--- src/rtl/dhp_pkg.sv ---
// constants, register map and state type of the dma handshake port
package dhp_pkg;
  localparam int DATA_W = 32;
  localparam int ADDR_W = 32;
  localparam int CNT_W  = 16;
  localparam int WS_W   = 3;

  // register byte offsets
  localparam logic [4:0] OFF_CTRL   = 5'h00;
  localparam logic [4:0] OFF_WAIT   = 5'h04;
  localparam logic [4:0] OFF_ADDR   = 5'h08;
  localparam logic [4:0] OFF_COUNT  = 5'h0c;
  localparam logic [4:0] OFF_STATUS = 5'h10;
  localparam logic [4:0] OFF_WDATA  = 5'h14;
  localparam logic [4:0] OFF_RDATA  = 5'h18;

  // field positions
  localparam int CTRL_EN_BIT   = 0;
  localparam int CTRL_MODE_LSB = 1;
  localparam int CTRL_DIR_BIT  = 3;
  localparam int WAIT_WS_LSB   = 0;
  localparam int WAIT_HI_BIT   = 3;
  localparam int MS_BANK_LSB   = 26;
  localparam int PAGE_LSB      = 8;

  // reset values
  localparam logic [3:0]        CTRL_RST  = 4'h0;
  localparam logic [3:0]        WAIT_RST  = 4'h0;
  localparam logic [ADDR_W-1:0] ADDR_RST  = 32'h0000_0000;
  localparam logic [CNT_W-1:0]  COUNT_RST = 16'h0000;

  // handshake modes
  localparam logic [1:0] MODE_HS    = 2'h0;
  localparam logic [1:0] MODE_EXT   = 2'h1;
  localparam logic [1:0] MODE_PACED = 2'h2;

  // timing: clock period and the one-cycle gap for hold or idle cycles
  localparam int CLK_PERIOD_NS = 8;
  localparam int HI_NS         = 8;
  localparam int HI_CYC        = (HI_NS + CLK_PERIOD_NS - 1) / CLK_PERIOD_NS;

  typedef enum logic [2:0] {
    ST_IDLE   = 3'b000,
    ST_SETUP  = 3'b001,
    ST_STROBE = 3'b010,
    ST_WREND  = 3'b011,
    ST_GAP    = 3'b100
  } dhp_state_t;
endpackage

--- src/rtl/dhp_sync.sv ---
// two flip-flop synchroniser for pin inputs
`timescale 1ns/100ps
`default_nettype none
module dhp_sync #(
  parameter int          W   = 1,
  parameter logic [W-1:0] RST = '0
) (
  input  wire logic         clk,
  input  wire logic         reset,
  input  wire logic [W-1:0] d,
  output logic      [W-1:0] q
);
  logic [W-1:0] meta_r;

  always_ff @(posedge clk) begin
    if (reset) begin
      meta_r <= RST;
      q      <= RST;
    end else begin
      meta_r <= d;
      q      <= meta_r;
    end
  end
endmodule
`default_nettype wire

--- src/rtl/dhp_buf2.sv ---
// two-entry buffer with valid and ready on both sides
`timescale 1ns/100ps
`default_nettype none
module dhp_buf2 #(
  parameter int W = 32
) (
  input  wire logic         clk,
  input  wire logic         reset,
  input  wire logic         in_valid,
  output logic              in_ready,
  input  wire logic [W-1:0] in_data,
  output logic              out_valid,
  input  wire logic         out_ready,
  output logic      [W-1:0] out_data
);
  logic [W-1:0] mem_r [2];
  logic         rd_ptr_r;
  logic         wr_ptr_r;
  logic [1:0]   cnt_r;
  wire          push = in_valid & in_ready;
  wire          pop  = out_valid & out_ready;

  assign in_ready  = (cnt_r != 2'h2);
  assign out_valid = (cnt_r != 2'h0);
  assign out_data  = mem_r[rd_ptr_r];

  always_ff @(posedge clk) begin
    if (reset) begin
      rd_ptr_r <= 1'b0;
      wr_ptr_r <= 1'b0;
      cnt_r    <= 2'h0;
    end else begin
      if (push) begin
        wr_ptr_r <= ~wr_ptr_r;
      end
      if (pop) begin
        rd_ptr_r <= ~rd_ptr_r;
      end
      cnt_r <= cnt_r + {1'b0, push} - {1'b0, pop};
    end
  end

  always_ff @(posedge clk) begin
    if (push) begin
      mem_r[wr_ptr_r] <= in_data;
    end
  end
endmodule
`default_nettype wire

--- src/rtl/dhp_top.sv ---
// dma handshake port: request/grant engine with avalon-mm register slave
//
// The placing of the registers and register access over Avalon-MM were left to the implementer.
`timescale 1ns/100ps
`default_nettype none
module dhp_top (
  input  wire logic        clk,
  input  wire logic        reset,
  input  wire logic [4:0]  address,
  input  wire logic        read,
  input  wire logic        write,
  input  wire logic [31:0] writedata,
  input  wire logic [3:0]  byteenable,
  output logic      [31:0] readdata,
  output logic             waitrequest,
  input  wire logic        dma_request_n,
  output logic             dma_grant_n,
  output logic      [31:0] addr_o,
  output logic             rd_n,
  output logic             wr_n,
  output logic             sync_write_select_n,
  output logic             page,
  output logic      [3:0]  memory_select_n,
  input  wire logic        ack,
  input  wire logic [31:0] data_i,
  output logic      [31:0] data_o,
  output logic             data_oe
);
  ////////////////////////////////////////////////////////////////////////////
  // declarations
  localparam int DW = dhp_pkg::DATA_W;
  localparam int CW = dhp_pkg::CNT_W;
  localparam int WW = dhp_pkg::WS_W;

  dhp_pkg::dhp_state_t st_r;
  dhp_pkg::dhp_state_t st_nxt;
  logic [3:0]    ctrl_r;
  logic [3:0]    wait_r;
  logic [31:0]   base_r;
  logic [CW-1:0] count_r;
  logic [DW-1:0] wdata_r;
  logic          wfull_r;
  logic [WW-1:0] ws_cnt_r;
  logic [31:0]   xaddr_r;
  logic [31:0]   last_addr_r;
  logic          req_n_s;
  logic          ack_s;
  logic [DW-1:0] data_s;
  logic          buf_in_ready;
  logic          buf_out_valid;
  logic [DW-1:0] buf_out_data;

  ////////////////////////////////////////////////////////////////////////////
  // pin synchronisers
  dhp_sync #(.W(1), .RST(1'b1)) u_req_sync (
    .clk   (clk),
    .reset (reset),
    .d     (dma_request_n),
    .q     (req_n_s)
  );

  dhp_sync #(.W(1), .RST(1'b0)) u_ack_sync (
    .clk   (clk),
    .reset (reset),
    .d     (ack),
    .q     (ack_s)
  );

  dhp_sync #(.W(DW), .RST('0)) u_data_sync (
    .clk   (clk),
    .reset (reset),
    .d     (data_i),
    .q     (data_s)
  );

  ////////////////////////////////////////////////////////////////////////////
  // decode of control fields and transfer conditions
  wire [1:0]    mode      = ctrl_r[dhp_pkg::CTRL_MODE_LSB +: 2];
  wire          enabled   = ctrl_r[dhp_pkg::CTRL_EN_BIT];
  wire          dir_wr    = ctrl_r[dhp_pkg::CTRL_DIR_BIT];
  wire [WW-1:0] ws_cfg    = wait_r[dhp_pkg::WAIT_WS_LSB +: WW];
  wire          hi_cfg    = wait_r[dhp_pkg::WAIT_HI_BIT];
  wire          mode_ok   = (mode == dhp_pkg::MODE_HS) | (mode == dhp_pkg::MODE_EXT) |
                            (mode == dhp_pkg::MODE_PACED);
  wire          is_paced  = (mode == dhp_pkg::MODE_PACED);
  wire          is_ext    = (mode == dhp_pkg::MODE_EXT);
  wire          use_bus   = is_ext | is_paced;
  wire          data_rdy  = dir_wr ? wfull_r : buf_in_ready;
  wire          start     = enabled & mode_ok & (count_r != '0) & ~req_n_s & data_rdy;
  wire          held      = is_paced ? ~ack_s : ~req_n_s;
  wire          done      = (st_r == dhp_pkg::ST_STROBE) & (ws_cnt_r == '0) & ~held;
  wire          capture   = done & ~dir_wr;
  wire [1:0]    bank      = base_r[dhp_pkg::MS_BANK_LSB +: 2];
  wire          new_page  = base_r[31:dhp_pkg::PAGE_LSB] != last_addr_r[31:dhp_pkg::PAGE_LSB];

  ////////////////////////////////////////////////////////////////////////////
  // transfer state machine
  always_comb begin
    st_nxt = st_r;
    unique case (st_r)
      dhp_pkg::ST_IDLE: begin
        if (start) begin
          st_nxt = dhp_pkg::ST_SETUP;
        end
      end
      dhp_pkg::ST_SETUP: begin
        st_nxt = dhp_pkg::ST_STROBE;
      end
      dhp_pkg::ST_STROBE: begin
        if (done && dir_wr) begin
          st_nxt = dhp_pkg::ST_WREND;
        end else if (done) begin
          st_nxt = hi_cfg ? dhp_pkg::ST_GAP : dhp_pkg::ST_IDLE;
        end
      end
      dhp_pkg::ST_WREND: begin
        st_nxt = hi_cfg ? dhp_pkg::ST_GAP : dhp_pkg::ST_IDLE;
      end
      dhp_pkg::ST_GAP: begin
        st_nxt = dhp_pkg::ST_IDLE;
      end
      default: begin
        st_nxt = dhp_pkg::ST_IDLE;
      end
    endcase
  end

  // next values of the pin outputs, all taken from the next state
  wire nx_strobe = (st_nxt == dhp_pkg::ST_STROBE);
  wire nx_hold   = nx_strobe | (st_nxt == dhp_pkg::ST_WREND);
  wire nx_xfer   = nx_hold | (st_nxt == dhp_pkg::ST_SETUP);
  wire grant_nxt = ~(nx_hold & ~is_paced);
  wire rd_nxt    = ~(nx_strobe & ~dir_wr & use_bus);
  wire wr_nxt    = ~(nx_strobe & dir_wr & use_bus);
  wire sw_nxt    = ~(nx_strobe & dir_wr & is_ext);
  wire [3:0] ms_nxt = (nx_xfer & use_bus) ? ~(4'h1 << bank) : 4'hf;

  always_ff @(posedge clk) begin
    if (reset) begin
      st_r <= dhp_pkg::ST_IDLE;
    end else begin
      st_r <= st_nxt;
    end
  end

  always_ff @(posedge clk) begin
    if (reset) begin
      dma_grant_n         <= 1'b1;
      rd_n                <= 1'b1;
      wr_n                <= 1'b1;
      sync_write_select_n <= 1'b1;
      memory_select_n     <= 4'hf;
      data_oe             <= 1'b0;
    end else begin
      dma_grant_n         <= grant_nxt;
      rd_n                <= rd_nxt;
      wr_n                <= wr_nxt;
      sync_write_select_n <= sw_nxt;
      memory_select_n     <= ms_nxt;
      data_oe             <= nx_xfer & dir_wr;
    end
  end

  // address, page and data latched at setup and held through the transfer
  always_ff @(posedge clk) begin
    if (reset) begin
      addr_o      <= dhp_pkg::ADDR_RST;
      last_addr_r <= dhp_pkg::ADDR_RST;
      page        <= 1'b0;
      data_o      <= '0;
    end else if (st_nxt == dhp_pkg::ST_SETUP) begin
      addr_o      <= base_r;
      last_addr_r <= base_r;
      page        <= use_bus & new_page;
      data_o      <= wdata_r;
    end
  end

  always_ff @(posedge clk) begin
    if (reset) begin
      ws_cnt_r <= '0;
    end else if (st_r == dhp_pkg::ST_SETUP) begin
      ws_cnt_r <= ws_cfg;
    end else if (st_r == dhp_pkg::ST_STROBE && ws_cnt_r != '0) begin
      ws_cnt_r <= ws_cnt_r - 1'b1;
    end
  end

  ////////////////////////////////////////////////////////////////////////////
  // read data buffer
  wire rdata_pop;

  dhp_buf2 #(.W(DW)) u_rbuf (
    .clk       (clk),
    .reset     (reset),
    .in_valid  (capture),
    .in_ready  (buf_in_ready),
    .in_data   (data_s),
    .out_valid (buf_out_valid),
    .out_ready (rdata_pop),
    .out_data  (buf_out_data)
  );

  ////////////////////////////////////////////////////////////////////////////
  // avalon-mm slave
  wire        bus_req   = read | write;
  wire        sel_ctrl  = (address == dhp_pkg::OFF_CTRL);
  wire        sel_wait  = (address == dhp_pkg::OFF_WAIT);
  wire        sel_addr  = (address == dhp_pkg::OFF_ADDR);
  wire        sel_count = (address == dhp_pkg::OFF_COUNT);
  wire        sel_stat  = (address == dhp_pkg::OFF_STATUS);
  wire        sel_wdata = (address == dhp_pkg::OFF_WDATA);
  wire        sel_rdata = (address == dhp_pkg::OFF_RDATA);
  wire        accept    = ~(write & sel_wdata & wfull_r);
  wire        fire      = bus_req & ~waitrequest;
  wire        wfire     = fire & write;
  wire [31:0] bemask    = {{8{byteenable[3]}}, {8{byteenable[2]}},
                           {8{byteenable[1]}}, {8{byteenable[0]}}};
  wire [31:0] status_w  = {13'h0, st_r, 12'h0, ~req_n_s, buf_out_valid, wfull_r,
                           st_r != dhp_pkg::ST_IDLE};
  wire [31:0] rd_mux    = sel_ctrl  ? {28'h0, ctrl_r} :
                          sel_wait  ? {28'h0, wait_r} :
                          sel_addr  ? base_r :
                          sel_count ? {16'h0, count_r} :
                          sel_stat  ? status_w :
                          sel_wdata ? wdata_r :
                          (sel_rdata & buf_out_valid) ? buf_out_data : 32'h0;

  assign rdata_pop = fire & read & sel_rdata;

  function automatic logic [31:0] merge(input logic [31:0] old_v, input logic [31:0] new_v,
                                        input logic [31:0] m);
    merge = (old_v & ~m) | (new_v & m);
  endfunction

  wire [31:0] ctrl_w  = merge({28'h0, ctrl_r}, writedata, bemask);
  wire [31:0] wait_w  = merge({28'h0, wait_r}, writedata, bemask);
  wire [31:0] count_w = merge({16'h0, count_r}, writedata, bemask);

  always_ff @(posedge clk) begin
    if (reset) begin
      waitrequest <= 1'b1;
      readdata    <= 32'h0;
    end else begin
      waitrequest <= ~(waitrequest & bus_req & accept);
      if (waitrequest && read) begin
        readdata <= rd_mux;
      end
    end
  end

  always_ff @(posedge clk) begin
    if (reset) begin
      ctrl_r <= dhp_pkg::CTRL_RST;
      wait_r <= dhp_pkg::WAIT_RST;
    end else if (wfire) begin
      if (sel_ctrl) begin
        ctrl_r <= ctrl_w[3:0];
      end
      if (sel_wait) begin
        wait_r <= wait_w[3:0];
      end
    end
  end

  // software writes win over the per-transfer step
  always_ff @(posedge clk) begin
    if (reset) begin
      base_r  <= dhp_pkg::ADDR_RST;
      count_r <= dhp_pkg::COUNT_RST;
    end else begin
      if (wfire && sel_addr) begin
        base_r <= merge(base_r, writedata, bemask);
      end else if (done) begin
        base_r <= base_r + 32'h1;
      end
      if (wfire && sel_count) begin
        count_r <= count_w[CW-1:0];
      end else if (done) begin
        count_r <= count_r - 1'b1;
      end
    end
  end

  // write word holder; a new word is only accepted once the last one went out
  always_ff @(posedge clk) begin
    if (reset) begin
      wdata_r <= '0;
      wfull_r <= 1'b0;
    end else if (wfire && sel_wdata) begin
      wdata_r <= merge(wdata_r, writedata, bemask);
      wfull_r <= 1'b1;
    end else if (done && dir_wr) begin
      wfull_r <= 1'b0;
    end
  end
endmodule
`default_nettype wire

--- config.mk ---
export PLATFORM = sky130hd
export DESIGN_NAME = dhp_top
export DESIGN_NICKNAME = d
export VERILOG_FILES = /design/src/rtl/dhp_pkg.sv /design/src/rtl/dhp_sync.sv /design/src/rtl/dhp_buf2.sv /design/src/rtl/dhp_top.sv
export SDC_FILE = /design/constraint.sdc
export NUM_CORES = 1
export LEC_CHECK = 0
export ABC_AREA = 0
export BUFFER_PORTS_ARGS = -buffer_cell sky130_fd_sc_hd__buf_4
export CAP_MARGIN = 30
export CORE_ASPECT_RATIO = 0.7
export CORE_MARGIN = 3
export CORE_UTILIZATION = 50
export CTS_CLUSTER_SIZE = 28
export DETAILED_ROUTE_END_ITERATION = 6
export GPL_ROUTABILITY_DRIVEN = 1
export PLACE_DENSITY = 0.74
export SYNTH_ARGS = -nofsm -noshare
export SYNTH_HDL_FRONTEND = slang
export SYNTH_SLANG_ARGS = --single-unit
export TNS_END_PERCENT = 20
--- constraint.sdc ---
create_clock -name clk -period 4.1 [get_ports clk]
set_input_delay 0.205 -clock clk [delete_from_list [all_inputs] [get_ports clk]]
set_output_delay 0.205 -clock clk [all_outputs]
set_load 0.01 [all_outputs]
# [Word level (Yosys, flattened, before mapping)]
# Memories as Yosys holds them, arrays and structs flattened. A register that Yosys moved wholly into a read port is not among the register bits.
# Cells that the tools add are included.
[totals] input_bits=79 ram_bits=64 memories=1 out_inout_bits=107 mem_bits_ro=0 word_cells=159 latchBits=0 reg_bits=274
[memory_table] memory="u_rbuf.mem_r" words=2 word_bits=32 read_ports=1 rd_ports_with_merged_regs=1 write_ports=1 line="dhp_buf2.sv:16" text="logic [W-1:0] mem_r [2];"
[op_classes] n_div=0 n_mul=0 magnitude_cmp=0 shifts=1 muxes=26 eq_ne=16 n_bitwise=61 reduce_logical=21 add_sub_neg=5
[op_table] operator="2-to-1 mux 32 bit" count=9
[op_table] operator="AND 32 bit" count=3
[op_table] operator="OR 32 bit" count=2
[op_table] operator="adder 32 x 1 -> 32 bit, second input constant" count=1
[op_table] operator="2-to-1 mux 16 bit" count=2
[op_table] operator="NOT 32 bit" count=1
[op_table] operator="AND 1 bit" count=27
[op_table] operator="inequality test 24 bit" count=1
[op_table] operator="2-to-1 mux 3 bit" count=6
[op_table] operator="AND 16 bit" count=1
[op_table] operator="OR 16 bit" count=1
[op_table] operator="nonzero test 16 bit" count=1
[op_table] operator="subtractor 16 x 1 -> 16 bit, second input constant" count=1
[op_table] operator="== test 5 bit, second input constant" count=3
[op_table] operator="NOT 1 bit" count=15
[op_table] operator="== test 3 x 2 -> 1 bit, second input constant" count=4
[op_table] operator="one-hot mux 3 bit (4 select lines)" count=1
[op_table] operator="== test 5 x 4 -> 1 bit, second input constant" count=2
[op_table] operator="nonzero test 2 bit" count=5
[op_table] operator="AND 4 bit" count=2
[op_table] operator="2-to-1 mux 1 bit" count=8
[op_table] operator="OR 4 bit" count=2
[op_table] operator="== test 3 x 1 -> 1 bit, second input constant" count=2
[op_table] operator="logical AND 1 bit" count=6
[op_table] operator="16 further kinds" count=24

# [Logic depth before layout (Yosys ltp)]
[logic_depth] depth_word=15 depth_mapped=11 mapped_depth_nobuf=9

# [Hierarchy]
# A second synthesis with hierarchy kept.
[hier_totals] hier_cells=1497 hier_area_um2=14472.6
[modules_own_cells] mod="dhp_top" seq_area_each_um2=4043.9 cells_each=1230 instances=1 area_per_inst_um2=9771.9
[modules_own_cells] mod="dhp_buf2" seq_area_each_um2=2021.9 cells_each=124 instances=1 area_per_inst_um2=2677.6
[modules_own_cells] mod="dhp_sync (u_data_sync)" seq_area_each_um2=1281.2 cells_each=135 instances=1 area_per_inst_um2=1918.1
[modules_own_cells] mod="dhp_sync (u_ack_sync ...)" seq_area_each_um2=40.0 cells_each=4 instances=2 area_per_inst_um2=52.6

# [Least setup slack after synthesis]
# Ideal clock, no wire load.
[synth_path] kind="register to register" startpoint="reg st_r[1]" endpoint="mem u_rbuf.mem_r[0][0], enable pin" period_less_slack_ps=4171 setup_ps=461 slack_ps=-71 stages_incl_launch_ff=6 required_ps=3639 n_path_buf=2 t_arrival_ps=3710 path_cell_list="dfxtp_1 > or3b_4 > or3_1 > clkbuf_1 > clkbuf_1 > nor3_1"
[synth_between] elab_chain_cells=7
[synth_rtl] item="start, declared" line="dhp_top.sv:35" text="dhp_pkg::dhp_state_t st_r;"
[synth_rtl] item="start signal, assigned" line="dhp_top.sv:140" text="st_r <= dhp_pkg::ST_IDLE;"
[synth_rtl] item="start signal, assigned" line="dhp_top.sv:142" text="st_r <= st_nxt;"
[synth_rtl] item="== test 3 x 2 -> 1 bit" line="dhp_top.sv:91" text="wire done = (st_r == dhp_pkg::ST_STROBE) & (ws_cnt_r == '0) & ~held;"
[synth_rtl] item="AND 1 bit (2 in a row)" line="dhp_top.sv:91"
[synth_rtl] item="AND 1 bit" line="dhp_top.sv:92" text="wire capture = done & ~dir_wr;"
[synth_rtl] item="AND 1 bit" line="dhp_buf2.sv:20" text="wire push = in_valid & in_ready;"
[synth_rtl] item="2-to-1 mux 1 bit" line="dhp_buf2.sv:44" text="if (push) begin"
[synth_rtl] item="2-to-1 mux 1 bit (not written as such)" line="dhp_buf2.sv:45" text="mem_r[wr_ptr_r] <= in_data;"
[synth_rtl] item="end, declared" line="dhp_buf2.sv:16"
# Every way passes these cells.

==> flow_summary.toml <==
[run_status]
outcome = "completed"

[clocking]
ctsHoldBuffers = 65
insertion_delay_ps = 530
cts_buffers = 34
cts_tree = "built"
cts_resized = 0
cts_htree_levels = 2
clock-root-buffer = "clkbuf_16"
clock_sink_count = 339
clk_pin_slew_ps = 60
postCtsSetupBuffers = 0
clockBufferDepth = 3

[critical_path]
crit_required_ps = 4500
endpoint_kind = "flip-flop"
r2r_start = "st_r[1]"
crit_fanout = 14
criticalPathCategory = "flip-flop to flip-flop"
crit_family = "simple AND/OR/NAND/NOR gates"
r2r_slack_ps = 1140
crit_start = "st_r[1]"
cp.arrival_ps = 3370
critPathBufInv = 1
cp_slowest_cell = "or3_1"
slowest_delay_ps = 690
cp_num_cells = 6
critPathLaunchType = "flip-flop"
r2r_cells = 6
cp_cell_sequence = "or3b_4 -> or3_1 -> nor2_1 -> buf_4 -> nor3_1 -> a2111oi_0"

[min_path]
hold_depth = 3
worstHoldStart = "writedata[18]"
hold_path_class = "input port to flip-flop"

[pwr]
p_leak_uw = 0.00664
power_density_nw_per_um2 = 392
p_total_uw = 6770
ir_drop_v = 0.000269

[layout]
n_antenna_cell = 0
drive_gt1_share_pct = 18.8
stdcell_count = 2032
synthToLayoutAreaGrowth_pct = 24.7
layout.nets = 1733

[synthesis]
synth_most_common_cell = "dfxtp_1"
yosysWarnings = 0
synth_edf_count = 64
ys.flop_type = "dfxtp_1"
synth_area_leaders = "dfxtp_1 (40%), edfxtp_1 (14%), nand2_1 (5.9%)"
synth_top_area_share_pct = 39.8
synthTopCellsByCount = "dfxtp_1 (275), nand2_1 (216), a21oi_1 (103), clkbuf_1 (97), nor2_1 (95)"
yosysSeqAreaShare_pct = 53.7
ys_async_sr_fraction_pct = 0
syn-cell-area_sq_um = 13800
yosysTopAreaCell = "dfxtp_1"
syn_inst = 1443
synth-seq-cells = 339
synth_fp_nets = 1531
avgSynthCellArea_sq_um = 9.59
netlist-cell-type-count = 70

[timing]
setup_viol = 0
maxSlewHeadroom_pct = 42.1
finalCriticalPeriod_ps = 2960
tns_ps = 0
hold_slack_ps = 12.9
hold_viol_final = 0
skew_ps = 11.8
grt_setup_unrepaired = "false"
slew_violations = 0
clock.fmax_mhz = 338
max_slew.worst_pin.slew_ps = 868
fin_crit_sh_pct = 72.2

[drt]
wire_per_inst_um = 20.4
wirelength_mm = 41.4
route.vias.total = 11900
drtPass1Iterations = 5
route.detailed.drc = 0
routed_via_density = 5.85
drtIter0Drc = 1078
ant_nets = 0

[die]
rows = 50
die_width_um = 205
fp.dieH_um = 145
start_util_pct = 51.3
design.core.area_sq_um = 27000
dieArea_sq_um = 29700
io_pins = 186

[global_route]
grt_pass1_wl_mm = 62.9
grt_max_degree = 99
antenna_found_initial = 0
grtUsageTotal_pct = 26.9
grt_pass1_vias = 11100
grt.overflow.total = 0

[placement]
routabilityCongestion = 0.976
place_hpwl_mm = 28.8
numPortBuffers = 185
placed_cells = 1907

[job]
cap_violations = 0
[kinds of logic (layout without fill, tap and decap cells)]
family | Yosys count | after routing | share of synthesized area (%)
AND/OR/NAND/NOR | 581 | 581 | 20.6
flip-flops | 339 | 339 | 53.7
AO/OA/AOI/OAI | 275 | 275 | 13.0
buffers and inverters | 121 | 346 | 3.31
multiplexers | 86 | 86 | 6.58
XOR/XNOR | 32 | 32 | 2.02
adder cells (fa/ha/maj) | 9 | 9 | 0.814
[per-layer routing]
layer	track usage, %	vias to the layer above	share of wire (%)
met4	8.40	0	3.0
met3	5.18	97	10
met2	40.9	651	44
met5	0	-	0
met1	38.9	5596	43
li1	-	5551	-
[layout make-up]
type                    instances  area [sq um]
inverters                      16          60.1
clock inverters                14           113
fillers                      2227          9710
well taps                     364           455
multi-input cells             983          6000
repair buffers                271          2210
clock buffers                  45           983
flip-flops and latches        339          7430
[placed cells by master (no fill, tap or decap), types with 7 or more instances in the layout]
cell / instances
a211oi_1: 9
a21o_1: 14
a21oi_1: 103
a22o_1: 12
a22oi_1: 28
a311oi_1: 9
a31oi_1: 14
and2_1: 9
and3_1: 15
buf_4: 203
clkbuf_16: 35
clkbuf_8: 7
clkinv_2: 7
dfxtp_1: 274
dlygate4sd3_1: 65
edfxtp_1: 64
ha_1: 9
inv_1: 16
mux2_2: 30
mux2i_1: 55
nand2_1: 216
nand3_1: 52
nand4_1: 34
nor2_1: 93
nor2b_1: 71
nor3_1: 18
nor4_1: 17
o211ai_1: 10
o21ai_0: 23
or3_1: 8
or4_1: 7
xnor2_1: 13
xor2_1: 19
[power breakdown]
part	switching, uW	internal (uW)
Clock	1290	1760
Combinational	152	130
Sequential	15.5	3420
[worst max-delay path by stage]
stage / end / slack [ps]
finish: flip-flop / 1140
global route: flip-flop / 980
floorplan: u_rbuf.mem_r[0][0] / 920
detailed placement: flip-flop / 1220
CTS: flip-flop / 1200
global placement: flip-flop / 1290
[worst reg2reg max path: stages, from the launching register on]
cell	delay, ps
dfxtp_1	370
or3b_4	430
or3_1	690
nor2_1	680
buf_4	300
nor3_1	60
a2111oi_0	310
[metrics by stage]
step,util (%),worst slack (ps),cell area [sq um]
after floorplan,-,923,13800
after global placement,57.4,1290,15500
after detailed placement,57.5,1220,15500
after CTS,63.9,1200,17200
after global routing,64.0,981,17300
final,64.0,1140,17300
(Power assumes the default switching activity.)
